## src/bxm_defines.svh

```systemverilog
// Offsets, field positions, reset values, strap value and response codes for the bus expansion pin mux
`ifndef BXM_DEFINES_SVH
`define BXM_DEFINES_SVH
`define BXM_OFF_CFG        12'h000
`define BXM_OFF_P5DIR      12'h004
`define BXM_OFF_P4OUT      12'h008
`define BXM_OFF_P5OUT      12'h00C
`define BXM_OFF_P9CTL      12'h010
`define BXM_OFF_PINS       12'h014
`define BXM_OFF_BUSCTL     12'h018
`define BXM_OFF_STATUS     12'h01C
`define BXM_CFG_P4DIR_BIT  0
`define BXM_CFG_WID_LSB    1
`define BXM_CFG_WID_MSB    2
`define BXM_CFG_EXP_BIT    3
`define BXM_CFG_RST        4'h0
`define BXM_P5DIR_RST      8'h00
`define BXM_P9_DIR_LSB     0
`define BXM_P9_OUT_LSB     4
`define BXM_STRAP_SAMPLE   2'h3
`define BXM_RESP_OKAY      2'h0
`define BXM_RESP_SLVERR    2'h2
`endif

```

## src/bxm_pkg.sv

```systemverilog
// Types for the bus expansion pin mux
package bxm_pkg;
    typedef struct packed {
        logic [7:0] o;
        logic [7:0] oe;
    } bxm_pins8_s;
    typedef struct packed {
        logic [3:0] o;
        logic [3:0] oe;
    } bxm_pins4_s;
    typedef struct packed {
        logic       p4Out;
        logic [1:0] width;
        logic       expand;
    } bxm_cfg_s;
    typedef enum logic [2:0] {
        BXM_IDLE = 3'b001,
        BXM_RESP = 3'b010,
        BXM_RDAT = 3'b100
    } bxm_axst_e;
endpackage

```

## src/bxm_port_lane.sv

```systemverilog
// One general-purpose port slice with override by a bus function
`timescale 1ns/1ps
module bxm_port_lane #(
    parameter int W = 8
) (
    // Clock and reset
    input  wire logic         clk,
    input  wire logic         rst,
    // Port control
    input  wire logic [W-1:0] gpioOut,
    input  wire logic [W-1:0] gpioDir,
    input  wire logic [W-1:0] busSel,
    input  wire logic [W-1:0] busOut,
    input  wire logic [W-1:0] busOe,
    // Pad side
    output logic      [W-1:0] padO,
    output logic      [W-1:0] padOe
);
    logic [W-1:0] padO_d;
    logic [W-1:0] padOe_d;

    always_comb begin
        for (int i = 0; i < W; i++) begin
            padO_d[i]  = busSel[i] ? busOut[i] : gpioOut[i];
            padOe_d[i] = busSel[i] ? busOe[i]  : gpioDir[i];
        end
    end

    always_ff @(posedge clk) begin
        if (rst) begin
            padO  <= '0;
            padOe <= '0;
        end else begin
            padO  <= padO_d;
            padOe <= padOe_d;
        end
    end
endmodule

```

## src/bxm_pin_mux.sv

```systemverilog
// Function
// RL1 - Port 4 direction is one bit for all eight lines in the config register
// RL2 - In expansion, config register width field sets how much of ports 4/5 serve bus; the code applies it to port 5 only, port 4 is always all bus
// RL3 - Each port 5 line has its own direction bit in the port five direction register
// RL4 - In expansion, port 5 lines drive the upper address lines
// RL5 - In expansion, port 9 bit 0 is read strobe, bit 1 write strobe
// RL6 - ROM-less variant is fixed in expansion mode and has no port 5 direction register
// RL7 - ROM-less variant: port 4 is always the muxed low address/data bus
// RL8 - ROM-less variant: port 9 bits 0/1 always strobes, bits 2/3 stay I/O
// RL9 - With ROM and expansion off, ports 4, 5, 9 are plain I/O
//
// Local design decisions: the AXI4-Lite register port and the address map.
`timescale 1ns/1ps
`include "bxm_defines.svh"
module bxm_pin_mux #(
    parameter bit ROMLESS = 1'b0
) (
    // Clock and reset
    input  wire logic               clk,
    input  wire logic               rst,
    // AXI4-Lite slave
    input  wire logic [11:0]        s_axi_awaddr,
    input  wire logic               s_axi_awvalid,
    output logic                    s_axi_awready,
    input  wire logic [31:0]        s_axi_wdata,
    input  wire logic [3:0]         s_axi_wstrb,
    input  wire logic               s_axi_wvalid,
    output logic                    s_axi_wready,
    output logic [1:0]              s_axi_bresp,
    output logic                    s_axi_bvalid,
    input  wire logic               s_axi_bready,
    input  wire logic [11:0]        s_axi_araddr,
    input  wire logic               s_axi_arvalid,
    output logic                    s_axi_arready,
    output logic [31:0]             s_axi_rdata,
    output logic [1:0]              s_axi_rresp,
    output logic                    s_axi_rvalid,
    input  wire logic               s_axi_rready,
    // Internal bus logic
    input  wire logic [15:0]        busAddr,
    input  wire logic [7:0]         busWrData,
    input  wire logic               busAddrPhase,
    input  wire logic               busWrite,
    input  wire logic               busRdStrobeN,
    input  wire logic               busWrStrobeN,
    output logic [7:0]              busRdData,
    // Straps
    input  wire logic               configStrapZero,
    input  wire logic               configStrapOne,
    // Pads
    input  wire logic [7:0]         portFourIn,
    output bxm_pkg::bxm_pins8_s     portFourLines,
    input  wire logic [7:0]         portFiveIn,
    output bxm_pkg::bxm_pins8_s     portFiveLines,
    input  wire logic [3:0]         portNineIn,
    output bxm_pkg::bxm_pins4_s     portNineLines
);
    import bxm_pkg::*;

    function automatic logic [7:0] upperMask(input logic [1:0] w);
        case (w)
            2'h0:    upperMask = 8'hFF;
            2'h1:    upperMask = 8'h0F;
            2'h2:    upperMask = 8'h03;
            default: upperMask = 8'h00;
        endcase
    endfunction

    // Register state
    bxm_cfg_s   cfg_q, cfg_d;
    logic [7:0] p5Dir_q, p5Dir_d;
    logic [7:0] p4Out_q, p4Out_d;
    logic [7:0] p5Out_q, p5Out_d;
    logic [7:0] p9Ctl_q, p9Ctl_d;
    logic [1:0] strap_q, strap_d;
    logic       strapTaken_q, strapTaken_d;
    // Bus slave state
    bxm_axst_e  wSt_q, wSt_d;
    bxm_axst_e  rSt_q, rSt_d;
    logic       awHeld_q, awHeld_d;
    logic       wHeld_q, wHeld_d;
    logic [11:0] awAddr_q, awAddr_d;
    logic [31:0] wData_q, wData_d;
    logic [3:0]  wStrb_q, wStrb_d;
    logic [1:0]  bresp_q, bresp_d;
    logic [31:0] rdata_q, rdata_d;
    logic [1:0]  rresp_q, rresp_d;
    logic [7:0]  rdBus_q, rdBus_d;

    logic       expandOn;
    logic       p4Bus;
    logic [7:0] p5Sel;
    logic [3:0] p9Sel;
    logic [7:0] p4BusOut, p4BusOe;
    logic [3:0] p9BusOut;
    logic       doWrite;
    logic [31:0] rdMux;
    logic        rdHit;

    // Expansion state: strapped on, register bit, or forced on ROM-less parts
    assign expandOn = ROMLESS | cfg_q.expand | (strap_q == `BXM_STRAP_SAMPLE); // RL6
    assign p4Bus    = ROMLESS | expandOn; // RL7 RL9
    assign p5Sel    = expandOn ? (ROMLESS ? 8'hFF : upperMask(cfg_q.width)) : 8'h00; // RL2 RL4 RL9
    assign p9Sel    = expandOn ? 4'h3 : 4'h0; // RL5 RL8 RL9
    assign p4BusOut = busAddrPhase ? busAddr[7:0] : busWrData;
    assign p4BusOe  = {8{busAddrPhase | busWrite}};
    assign p9BusOut = {2'h0, busWrStrobeN, busRdStrobeN};

    bxm_port_lane #(.W(8)) uPort4 (
        .clk     (clk),
        .rst     (rst),
        .gpioOut (p4Out_q),
        .gpioDir ({8{cfg_q.p4Out}}), // RL1
        .busSel  ({8{p4Bus}}),
        .busOut  (p4BusOut),
        .busOe   (p4BusOe),
        .padO    (portFourLines.o),
        .padOe   (portFourLines.oe)
    );

    bxm_port_lane #(.W(8)) uPort5 (
        .clk     (clk),
        .rst     (rst),
        .gpioOut (p5Out_q),
        .gpioDir (ROMLESS ? 8'h00 : p5Dir_q), // RL3 RL6
        .busSel  (p5Sel),
        .busOut  (busAddr[15:8]), // RL4
        .busOe   (8'hFF),
        .padO    (portFiveLines.o),
        .padOe   (portFiveLines.oe)
    );

    bxm_port_lane #(.W(4)) uPort9 (
        .clk     (clk),
        .rst     (rst),
        .gpioOut (p9Ctl_q[`BXM_P9_OUT_LSB +: 4]),
        .gpioDir (p9Ctl_q[`BXM_P9_DIR_LSB +: 4]), // RL8
        .busSel  (p9Sel),
        .busOut  (p9BusOut), // RL5
        .busOe   (4'hF),
        .padO    (portNineLines.o),
        .padOe   (portNineLines.oe)
    );

    assign busRdData = rdBus_q;

    // Strap capture after reset release
    always_comb begin
        strap_d      = strap_q;
        strapTaken_d = strapTaken_q;
        rdBus_d      = portFourIn;
        if (!strapTaken_q) begin
            strap_d      = {configStrapOne, configStrapZero};
            strapTaken_d = 1'b1;
        end
    end

    always_ff @(posedge clk) begin
        if (rst) begin
            strap_q      <= 2'h0;
            strapTaken_q <= 1'b0;
            rdBus_q      <= 8'h00;
        end else begin
            strap_q      <= strap_d;
            strapTaken_q <= strapTaken_d;
            rdBus_q      <= rdBus_d;
        end
    end

    // Register read decode
    always_comb begin
        rdMux = 32'h0000_0000;
        rdHit = 1'b1;
        case (s_axi_araddr)
            `BXM_OFF_CFG:    rdMux = {28'h0, cfg_q.expand, cfg_q.width, cfg_q.p4Out};
            `BXM_OFF_P5DIR:  rdMux = {24'h0, (ROMLESS ? 8'h00 : p5Dir_q)};
            `BXM_OFF_P4OUT:  rdMux = {24'h0, p4Out_q};
            `BXM_OFF_P5OUT:  rdMux = {24'h0, p5Out_q};
            `BXM_OFF_P9CTL:  rdMux = {24'h0, p9Ctl_q};
            `BXM_OFF_PINS:   rdMux = {12'h0, portNineIn, portFiveIn, portFourIn};
            `BXM_OFF_STATUS: rdMux = {28'h0, ROMLESS, strap_q, expandOn};
            default:         rdHit = 1'b0;
        endcase
    end

    assign doWrite = (wSt_q == BXM_IDLE) && (awHeld_q || s_axi_awvalid)
                     && (wHeld_q || s_axi_wvalid);

    // Bus slave and register next state
    always_comb begin
        logic [11:0] a;
        logic [31:0] d;
        logic [3:0]  s;
        a        = awHeld_q ? awAddr_q : s_axi_awaddr;
        d        = wHeld_q ? wData_q : s_axi_wdata;
        s        = wHeld_q ? wStrb_q : s_axi_wstrb;
        wSt_d    = wSt_q;
        rSt_d    = rSt_q;
        awHeld_d = awHeld_q;
        wHeld_d  = wHeld_q;
        awAddr_d = awAddr_q;
        wData_d  = wData_q;
        wStrb_d  = wStrb_q;
        bresp_d  = bresp_q;
        rdata_d  = rdata_q;
        rresp_d  = rresp_q;
        cfg_d    = cfg_q;
        p5Dir_d  = p5Dir_q;
        p4Out_d  = p4Out_q;
        p5Out_d  = p5Out_q;
        p9Ctl_d  = p9Ctl_q;
        case (wSt_q)
            BXM_IDLE: begin
                if (s_axi_awvalid && !awHeld_q) begin
                    awHeld_d = 1'b1;
                    awAddr_d = s_axi_awaddr;
                end
                if (s_axi_wvalid && !wHeld_q) begin
                    wHeld_d = 1'b1;
                    wData_d = s_axi_wdata;
                    wStrb_d = s_axi_wstrb;
                end
                if (doWrite) begin
                    awHeld_d = 1'b0;
                    wHeld_d  = 1'b0;
                    wSt_d    = BXM_RESP;
                    bresp_d  = `BXM_RESP_OKAY;
                    case (a)
                        `BXM_OFF_CFG: if (s[0]) begin
                            cfg_d.p4Out  = d[`BXM_CFG_P4DIR_BIT]; // RL1
                            cfg_d.width  = d[`BXM_CFG_WID_MSB:`BXM_CFG_WID_LSB]; // RL2
                            cfg_d.expand = d[`BXM_CFG_EXP_BIT];
                        end
                        `BXM_OFF_P5DIR: if (s[0] && !ROMLESS) p5Dir_d = d[7:0]; // RL3
                        `BXM_OFF_P4OUT: if (s[0]) p4Out_d = d[7:0];
                        `BXM_OFF_P5OUT: if (s[0]) p5Out_d = d[7:0];
                        `BXM_OFF_P9CTL: if (s[0]) p9Ctl_d = d[7:0];
                        `BXM_OFF_PINS, `BXM_OFF_STATUS: ;
                        default: bresp_d = `BXM_RESP_SLVERR;
                    endcase
                end
            end
            BXM_RESP: begin
                if (s_axi_bready) wSt_d = BXM_IDLE;
            end
            default: wSt_d = BXM_IDLE;
        endcase
        case (rSt_q)
            BXM_IDLE: begin
                if (s_axi_arvalid) begin
                    rdata_d = rdMux;
                    rresp_d = rdHit ? `BXM_RESP_OKAY : `BXM_RESP_SLVERR;
                    rSt_d   = BXM_RDAT;
                end
            end
            BXM_RDAT: begin
                if (s_axi_rready) rSt_d = BXM_IDLE;
            end
            default: rSt_d = BXM_IDLE;
        endcase
    end

    always_ff @(posedge clk) begin
        if (rst) begin
            wSt_q    <= BXM_IDLE;
            rSt_q    <= BXM_IDLE;
            awHeld_q <= 1'b0;
            wHeld_q  <= 1'b0;
            awAddr_q <= 12'h000;
            wData_q  <= 32'h0000_0000;
            wStrb_q  <= 4'h0;
            bresp_q  <= `BXM_RESP_OKAY;
            rdata_q  <= 32'h0000_0000;
            rresp_q  <= `BXM_RESP_OKAY;
            cfg_q    <= `BXM_CFG_RST;
            p5Dir_q  <= `BXM_P5DIR_RST;
            p4Out_q  <= 8'h00;
            p5Out_q  <= 8'h00;
            p9Ctl_q  <= 8'h00;
        end else begin
            wSt_q    <= wSt_d;
            rSt_q    <= rSt_d;
            awHeld_q <= awHeld_d;
            wHeld_q  <= wHeld_d;
            awAddr_q <= awAddr_d;
            wData_q  <= wData_d;
            wStrb_q  <= wStrb_d;
            bresp_q  <= bresp_d;
            rdata_q  <= rdata_d;
            rresp_q  <= rresp_d;
            cfg_q    <= cfg_d;
            p5Dir_q  <= p5Dir_d;
            p4Out_q  <= p4Out_d;
            p5Out_q  <= p5Out_d;
            p9Ctl_q  <= p9Ctl_d;
        end
    end

    // Handshake outputs derived from registered state
    assign s_axi_awready = (wSt_q == BXM_IDLE) && !awHeld_q;
    assign s_axi_wready  = (wSt_q == BXM_IDLE) && !wHeld_q;
    assign s_axi_bvalid  = (wSt_q == BXM_RESP);
    assign s_axi_bresp   = bresp_q;
    assign s_axi_arready = (rSt_q == BXM_IDLE);
    assign s_axi_rvalid  = (rSt_q == BXM_RDAT);
    assign s_axi_rdata   = rdata_q;
    assign s_axi_rresp   = rresp_q;
endmodule

```

## config.mk

```make
export PLATFORM = sky130hd
export DESIGN_NAME = bxm_pin_mux
export DESIGN_NICKNAME = d
export VERILOG_FILES = /design/src/bxm_pkg.sv /design/src/bxm_port_lane.sv /design/src/bxm_pin_mux.sv
export VERILOG_INCLUDE_DIRS = /design/src
export SDC_FILE = /design/constraint.sdc
export NUM_CORES = 1
export LEC_CHECK = 0
export BUFFER_PORTS_ARGS = -buffer_cell sky130_fd_sc_hd__buf_2
export CORE_ASPECT_RATIO = 0.8
export CORE_MARGIN = 3
export CORE_UTILIZATION = 45
export DETAILED_ROUTE_END_ITERATION = 6
export PLACE_DENSITY = 0.85
export SETUP_SLACK_MARGIN = 0.15
export SLEW_MARGIN = 5
export SYNTH_ARGS = -nofsm -noshare
export SYNTH_HDL_FRONTEND = slang
export SYNTH_SLANG_ARGS = --single-unit
```

## constraint.sdc

```tcl
create_clock -name clk -period 2.8 [get_ports clk]
set_clock_uncertainty 0.05 [all_clocks]
set_input_delay 0.28 -clock clk [delete_from_list [all_inputs] [get_ports clk]]
set_output_delay 0.28 -clock clk [all_outputs]
set_load 0.02 [all_outputs]
```

==> results.md, run 1 <==
- Outcome: complete, no violations
- Post_cts resized: 0
- DIE HEIGHT: just over 100 um
- Port Buffer Count: 164
- Max Buffers Root-to-Sink: 2
- Fin Hold WS: between 0.05 and 0.06 ns
- Core Area: around 11000 um^2
- Syn_area_per_cell: about 9.0 um^2
- Slew headroom: 0.396
- Crit end category: flip-flop
- CTS sink count: 129
- Total track usage: 0.210
- Vias in the first global route: between 4000 and 5000
- Final period util: 0.868
- Global-route wire length before repair: around 21000 um
- GRT overflow: 0
- Top cells by area, synth: dfxtp_1 (50%), mux2i_1 (7.9%), nand2_1 (5.6%)
- Commonest cells after routing, fill and taps aside: buf_2 (164), dfxtp_1 (129), nand2_1 (78)
- Clock slew at the register clock pins of the worst setup and hold paths: approximately 0.050 ns
- DP Cell Count: between 800 and 900
- Routability congestion estimate: slightly below 0.9
- Unrepaired setup endpoints after global routing: no
- Initial antenna violation count: 0
- Yosys reg bits: 129
- Commonest non-fill, non-tap cell in the layout: buf_2
- CTS Buf Count: 17
- Worst reg2reg path depth: 5
- Syn Std Cell Area: roughly 5200 um^2
- Setup WS pre-CTS: between 0.3 and 0.4 ns
- Drt total wl: around 14000 um
- Syn-to-layout area delta: 27.2%
- Post-synthesis sequential area ratio: 0.496
- Clock latency at the later pin of the worst-skew pair: just over 0.4 ns
- Via Count: 4646
- Critical path required time: approximately 3.0 ns
- Nets@finish: 850
- Syn Inst Count: 579
- Yosys top cell area share: 0.496
- VDD IR max: ~0.43 mV
- Largest net degree at the start of global routing: just under 90
- Die Wd: ~130 um
- Fin cells: 890
- Final hold viol count: 0
- FP Rows: 34
- Hold Path Class: in -> reg
- Final WS setup: ~0.37 ns
- Via density: around 5.2
- Lkg Pwr: around 3.0 nW
- Top-Level Pins: 206
- CTS tree: built
- Fmax: 0.411 GHz
- Antenna viol nets, final: 0
- Initial DRC count: between 300 and 400
- Clock root buffer: clkbuf_16
- DR DRC count: 0
- Yosys warnings: 0
- Worst Tran Pin Value: 0.906 ns
- R2r setup slk: 0.37 ns
- Leading area contributor after synthesis: dfxtp_1
- Routed len/inst: between 15 and 20 um
- Hold buffers post-CTS: 0
- Setup bufs post-CTS: 0
- PwrDens: approximately 670 nW/um^2
- Htree depth: 4
- Initial Utilization: 0.471
- HPWL after detailed placement: just under 10000 um
- 1st-pass router iterations: 5
- CP arrival: around 2.7 ns
- Setup TNS: 0 ns
- Die Area: between 10000 and 15000 um^2
- MaxCap Viol Count: 0
- # setup viols final: 0
- Fin. max-slew vios: 0
- Worst hold path cell count: 3
- Fillers: roughly 940
- Crit start category: flip-flop
- Layout cells sized above 1: 0.290
- Period minus WS final: approximately 2.4 ns
- Critical Path Fanout Max: 16
- Crit Path Category: reg -> reg
- Post-synth cell types: a little over 40
-- power breakdown --
group          leakage, nW  switching, W  internal [W]
registers             1.05     0.0000267       0.00189
clock network        0.281      0.000741       0.00137
logic                 1.62      0.000278      0.000159
total                 2.95       0.00105       0.00342
-- state kept, by name, indices dropped and copies added, names as in the netlist, 2 cells and up --
name / flops
s_axi_rdata: 20
busRdData: 8
wData_q: 8
p5Dir_q: 8
rSt_q: 2
uPort5.padO: 8
p4Out_q: 8
strap_q: 2
cfg_q: 4
uPort9.padOe: 4
uPort9.padO: 4
p9Ctl_q: 8
uPort5.padOe: 8
wSt_q: 2
p5Out_q: 8
uPort4.padO: 8
awAddr_q: 12
-- through the flow --
step / area (um^2) / power, W / utilization
2_1_floorplan: 5260 / 0.00224 / -
3_3_place_gp: 6050 / 0.00238 / 0.547
3_5_place_dp: 6050 / 0.00239 / 0.547
4_1_cts: 6620 / 0.00449 / 0.599
5_1_grt: 6620 / 0.00463 / 0.599
6_report: 6620 / 0.00446 / 0.599
-- final cells by class --
class	count	area [um^2]	area share
antenna	1	2.50	0.000378
sequential	129	2580	0.390
clock buffer	25	485	0.0733
timing repair buffer	173	888	0.134
multi-input combinational	407	2380	0.360
tap	144	180	0.0272
inverter	5	18.8	0.00283
clock inverter	6	80.1	0.0121
-- worst max-delay path, cell delays in order, from the launching register on --
cell       delay [ns]
dfxtp_1          0.43
or4b_1           0.52
a2111oi_4        0.53
o2111ai_2        0.47
nand3_1          0.23
o21ai_1          0.08
-- path summary, 6_finish.rpt --
path / startpoint / to
min reg2reg: awAddr_q[7] / awAddr_q[7]
min: busAddr[13] / uPort5.padO[5]
max reg2reg: awHeld_q / p9Ctl_q[4]
max: awHeld_q / p9Ctl_q[4]
-- cells by family (layout without fill, tap and decap cells) --
logic type             count (synthesis)  in the layout  synth area share
AND/OR/NAND/NOR                      221            221             0.194
other                                  1             15          0.000720
buffers and inverters                 56            209            0.0555
flip-flops                           129            129             0.496
AO/OA/AOI/OAI                        122            122             0.156
multiplexers                          50             50            0.0983
-- synthesized netlist by cell type (all sizes together) --
cell type  number
a21o            2
nand3b          2
o21a            1
and2            4
inv             5
nor3b           2
o2bb2ai         4
nand2b          5
nor3           10
clkbuf         26
a21oi          35
a211oi          9
nor2b          17
o21ai          36
nor4            3
nand3          24
a22oi          16
conb            1
and3            2
a311o           2
a311oi          1
dfxtp         129
mux2            9
a32o            4
a31oi           2
buf            25
mux2i          41
or4b            2
a22o            2
a2111oi         1
nand2          78
or4             2
o2111ai         3
nor2           70
a221o           4
-- routing by layer --
metal,vias to the layer above,routed length [um],track usage,share of wire
met3,11,875,0.0486,0.064
li1,2300,-,-,-
met5,-,0,0,0
met1,2175,6230,0.278,0.46
met2,160,6420,0.342,0.47
met4,0,137,0.0709,0.010
Power figures use the tool's default switching activity.
==> run 2: changes to the inputs <==
Settings changed: CELL_PAD_IN_SITES_DETAIL_PLACEMENT set to 1, CELL_PAD_IN_SITES_GLOBAL_PLACEMENT set to 1, CORE_UTILIZATION 45 to 35, PLACE_DENSITY 0.85 to 0.89.
==> run 2 against run 1 <==
- count of clock-buffer cells in the layout decreased by 3
- die area increased by 27%
- clock power increased by 13%
- first-iteration DRC count decreased by 41%
- critical path type unchanged
==> results.md, run 2 (synthesis gave the netlist of run 1 again) <==
- Period minus WS final: approximately 2.5 ns
- Largest delay share family, worst path: compound AO/OA/AOI/OAI gates
- Routability congestion estimate: around 0.83
- Routed len/inst: roughly 18 um
- Crit end category: flip-flop
- Worst reg2reg path depth: 5
- FP Rows: 39
- CTS Buf Count: 17
- Slew headroom: 0.380
- ANT cells: 0
- Buf/Inv on CP: 0
- PwrDens: 704 nW/um^2
- Initial DRC count: roughly 200
- HPWL after detailed placement: between 10000 and 15000 um
- GRT overflow: 0
- Commonest non-fill, non-tap cell in the layout: buf_2
- Initial Utilization: 0.362
- Die Wd: 142 um
- Crit Path Category: reg -> reg
- Final hold viol count: 0
- Outcome: complete, no violations
- Internal Power: ~0.0036 W
- Core Area: 14400 um^2
- Crit start category: flip-flop
- Global-route wire length before repair: 25700 um
- Final period util: 0.897
- Met2 Track Usage GR: 0.343
- Met1 Usage GRT: 0.251
- Cell Chain, Critical Path: or4b_1 -> a2111oi_4 -> o2111ai_2 -> nand3_1 -> o21ai_1
- Area after DPL: between 6000 and 7000 um^2
- Crit. path cell count: 5
- Initial antenna violation count: 0
- GRT Max-Usage Layer: met2
- 1st-pass router iterations: 4
- Lkg Pwr: between 2 and 3 nW
- Setup bufs post-CTS: 0
- Commonest cells after routing, fill and taps aside: buf_2 (164), dfxtp_1 (129), nand2_1 (78)
- # setup viols final: 0
- Multi-input gate area: approximately 2400 um^2
- Fillers: between 1500 and 2000
- Critical path's slowest cell: a2111oi_4
- CTS tree: built
- Clock slew at the register clock pins of the worst setup and hold paths: 0.06 ns
- Port Buffer Count: 164
- Clk pwr share: 0.501
- Final WS setup: between 0.2 and 0.3 ns
- Worst hold path cell count: 2
- Post-Layout Inst Area: 6750 um^2
- Crit-path max cell delay: roughly 0.53 ns
- Clock latency at the later pin of the worst-skew pair: ~0.42 ns
- Critical path required time: about 3.0 ns
- Via density: 5.13
- Vias in the first global route: 4953
- Critical Path Fanout Max: 16
- Post_cts resized: 0
- GR Util met3: 0.0636
- Worst Tran Pin Value: roughly 0.93 ns
- VDD IR max: 0.414 mV
- Setup TNS: 0 ns
- Unrepaired setup endpoints after global routing: yes
- Antenna viol nets, final: 0
- Setup WS pre-CTS: 0.332 ns
- Nets@finish: about 850
- Tot Pwr: 0.00475 W
- Top-Level Pins: roughly 200
- Fmax: ~0.40 GHz
- Combinational power share: 0.094
- CP arrival: roughly 2.7 ns
- DR DRC count: 0
- MaxCap Viol Count: 0
- Largest net degree at the start of global routing: 87
- Drt total wl: approximately 17000 um
- Clock root buffer: clkbuf_16
- Total track usage: 0.203
- Switch share: 0.237
- Via Count: approximately 4800
- Hold buffers post-CTS: 0
- Layout cells sized above 1: 0.297
- DIE HEIGHT: ~120 um
- Htree depth: 4
- Fin. max-slew vios: 0
- Seq pwr share: 0.405
- FF+latch area: 2580 um^2
- Hold Path Class: in -> reg
- Max Buffers Root-to-Sink: 2
- CTS sink count: about 130
- Max FFs per register: 20
- Syn-to-layout area delta: 29.6%
- Sw power: 0.00113 W
- Die Area: roughly 16000 um^2
-- run 2: cell types whose count changed in the layout (fill, tap and decap cells not counted), sizes merged --
cell      delta
bufinv       +2
clkbuf       -3
diode        -1
clkinvlp     +2
buf          +1
-- run 2: cell type report --
class | instances | area share
timing repair buffer | 174 | 0.133
multi-input combinational | 407 | 0.353
sequential | 129 | 0.383
clock buffer | 22 | 0.0717
tap | 184 | 0.0341
clock inverter | 10 | 0.0230
inverter | 5 | 0.00278
-- run 2: power by group through the flow --
| stage | sequential [W] | clock [W] | combinational [W] |
|---|---|---|---|
| 2_1_floorplan | 0.00197 | 0 | 0.000279 |
| 3_3_place_gp | 0.00196 | 0 | 0.000432 |
| 3_5_place_dp | 0.00196 | 0 | 0.000447 |
| 4_1_cts | 0.00192 | 0.00242 | 0.000451 |
| 5_1_grt | 0.00193 | 0.00251 | 0.000495 |
| 6_report | 0.00192 | 0.00238 | 0.000449 |
-- run 2: final timing paths --
path                            slack, ns          start            to
worst max-delay path                 0.29       awHeld_q    p5Out_q[1]
worst min register to register       0.41    awAddr_q[6]   awAddr_q[6]
worst max register to register       0.29       awHeld_q    p5Out_q[1]
worst min-delay path                 0.05  portFourIn[1]  busRdData[1]
-- run 2: layer usage --
metal / routed length (um) / part of all wire
met5: 0 / 0
met4: 280 / 0.017
met3: 1030 / 0.062
met2: 8030 / 0.48
met1: 7280 / 0.44
-- run 2: stage by stage --
step,hold WS (ns),utilization,std cells
after CTS,0.0382,0.469,931
after global placement,0.389,0.425,899
after detailed placement,0.397,0.425,899
after floorplan,0.313,-,592
final,0.0485,0.469,931
after global routing,0.0322,0.469,931
==> run 3: changes to the inputs <==
--- a/config.mk
+++ b/config.mk
@@ -11,3 +11,3 @@
 export CELL_PAD_IN_SITES_GLOBAL_PLACEMENT = 1
-export CORE_ASPECT_RATIO = 0.8
+export CORE_ASPECT_RATIO = 1.25
 export CORE_MARGIN = 3
@@ -21 +21,2 @@
 export SYNTH_SLANG_ARGS = --single-unit
+export TNS_END_PERCENT = 50
--- a/constraint.sdc
+++ b/constraint.sdc
@@ -4,2 +4,2 @@
 set_output_delay 0.28 -clock clk [all_outputs]
-set_load 0.02 [all_outputs]
+set_load 0.005 [all_outputs]
==> run 3 against run 2 <==
- non-clock buffer count stayed put
- wire length is 4.6% lower
- final cell count is 0.75% lower
- critical endpoint is now p4Out_q[1]
==> results.md, run 3 (synthesis gave the netlist of run 1 again) <==
- Hold Path Class: in -> reg
- Outcome: complete, no violations
- HP Start: s_axi_awaddr[11]
- Routed len/inst: roughly 17 um
- Top-Level Pins: 206
- Met2 WL: 8320 um
- R2r setup slk: 0.14 ns
- ANT cells: 0
- HPWL after detailed placement: about 11000 um
- Vias in the first global route: slightly below 5000
- Period minus WS final: 2.66 ns
- Via Count: roughly 4700
- Commonest cells after routing, fill and taps aside: buf_2 (164), dfxtp_1 (129), nand2_1 (78)
- 1st-pass router iterations: 5
- Worst Tran Pin Value: roughly 0.90 ns
- Worst reg2reg path depth: 6
- Crit Reg-Reg Startpoint: awHeld_q
- Critical path required time: 3.02 ns
- Port Buffer Count: approximately 160
- Tot Pwr: 0.00454 W
- Fin. max-slew vios: 0
- Slew headroom: 0.397
- Worst hold path cell count: 3
- Crit end category: flip-flop
- Core Area: ~14000 um^2
- Util after Layout: 0.464
- MaxCap Viol Count: 0
- DIE HEIGHT: 142 um
- DR DRC count: 0
- Nets@finish: between 800 and 900
- Total track usage: 0.194
- Routability congestion estimate: between 0.7 and 0.8
- Syn-to-layout area delta: 28.9%
- Crit Path Category: reg -> reg
- Antenna viol nets, final: 0
- Drt total wl: around 16000 um
- Layout cells sized above 1: 0.296
- Final hold viol count: 0
- Clock latency at the later pin of the worst-skew pair: about 0.4 ns
- CTS Buf Count: 17
- Clock slew at the register clock pins of the worst setup and hold paths: 0.06 ns
- Unrepaired setup endpoints after global routing: yes
- GRT overflow: 0
- RR Endpoint: p4Out_q[1]
- Die Area: around 16000 um^2
- # setup viols final: 0
- CTS sink count: roughly 130
- Commonest non-fill, non-tap cell in the layout: buf_2
- Critical Path Fanout Max: 16
- Fin Hold WS: 0.0558 ns
- Htree depth: 4
- VDD IR max: 0.280 mV
- WL met1: 6400 um
- Initial Utilization: 0.360
- Largest net degree at the start of global routing: slightly below 90
- Setup TNS: 0 ns
- Via density: slightly above 5
- WHS Endpoint: awAddr_q[11]
- CP arrival: 2.88 ns
- Max Used Layer: met4
- Initial antenna violation count: 0
- Lkg Pwr: between 2 and 3 nW
- Max Buffers Root-to-Sink: 2
- Global-route wire length before repair: between 20000 and 25000 um
- Final period util: 0.950
- Initial DRC count: roughly 220
- Crit start category: flip-flop
- Fmax: between 0.3 and 0.4 GHz
- PwrDens: ~680 nW/um^2
- Met3 WL: slightly below 800 um
- Max FFs per register: 20
- CTS tree: built
- Die Wd: approximately 120 um
- Hold buffers post-CTS: 0
- FP Rows: 49
- Clock root buffer: clkbuf_16
[run 3: changes by cell type in the layout (fill, tap and decap cells not counted)]
cell,previous run,this run
o2111ai_2,3,2
clkbuf_8,4,0
clkinv_2,4,3
o2111ai_4,0,1
clkinvlp_4,2,1
clkinv_4,0,6
bufinv_16,4,3
[run 3: worst max-delay path by stage]
stage	start	to	slack, ns	depth (start not counted)
final	awHeld_q	p4Out_q[1]	0.14	6
after global routing	awHeld_q	p4Out_q[6]	0.03	6
after CTS	awHeld_q	p9Ctl_q[0]	0.21	6
after detailed placement	awHeld_q	p9Ctl_q[0]	0.32	6
after global placement	awHeld_q	p9Ctl_q[1]	0.38	6
after floorplan	awHeld_q	p5Out_q[6]	0.63	6
[run 3: metrics by stage]
| stage | std cells | area [um^2] | setup slack [ns] |
|---|---|---|---|
| after detailed placement | 893 | 6100 | 0.323 |
| after CTS | 924 | 6700 | 0.212 |
| after global placement | 893 | 6100 | 0.384 |
| after global routing | 924 | 6710 | 0.0258 |
| after floorplan | 592 | 5260 | 0.627 |
| final | 924 | 6710 | 0.139 |
[run 3: cell type report]
| type | count | area (um^2) |
|---|---|---|
| inverter | 5 | 18.8 |
| multi-input combinational | 407 | 2400 |
| clock inverter | 13 | 165 |
| sequential | 129 | 2580 |
| timing repair buffer | 174 | 896 |
| clock buffer | 18 | 429 |
| fill | 1758 | 7760 |
| tap | 178 | 223 |
[run 3: what timing repair did]
item / CTS / global route
buffers inserted: 0 / 0
setup endpoints to repair: 0 / 9
gates resized for setup: 0 / 1
[run 3: power breakdown]
group	switching, W	internal, W	total [W]
combinational	0.000248	0.000159	0.000406
clock	0.000822	0.00140	0.00222
sequential	0.0000296	0.00189	0.00192
total	0.00110	0.00344	0.00454
[run 3: worst max-delay path, stage by stage, from the launching register on]
cell       delay, ns
dfxtp_1         0.36
buf_4           0.20
or4_1           0.47
a2111oi_4       0.54
o2111ai_2       0.51
nand3_1         0.30
o21ai_1         0.09
[run 3: layer usage]
metal / up-vias / GRT usage
met3: 22 / 0.0464
li1: 2291 / -
met5: - / 0
met2: 138 / 0.352
met4: 0 / 0.0742
met1: 2259 / 0.217
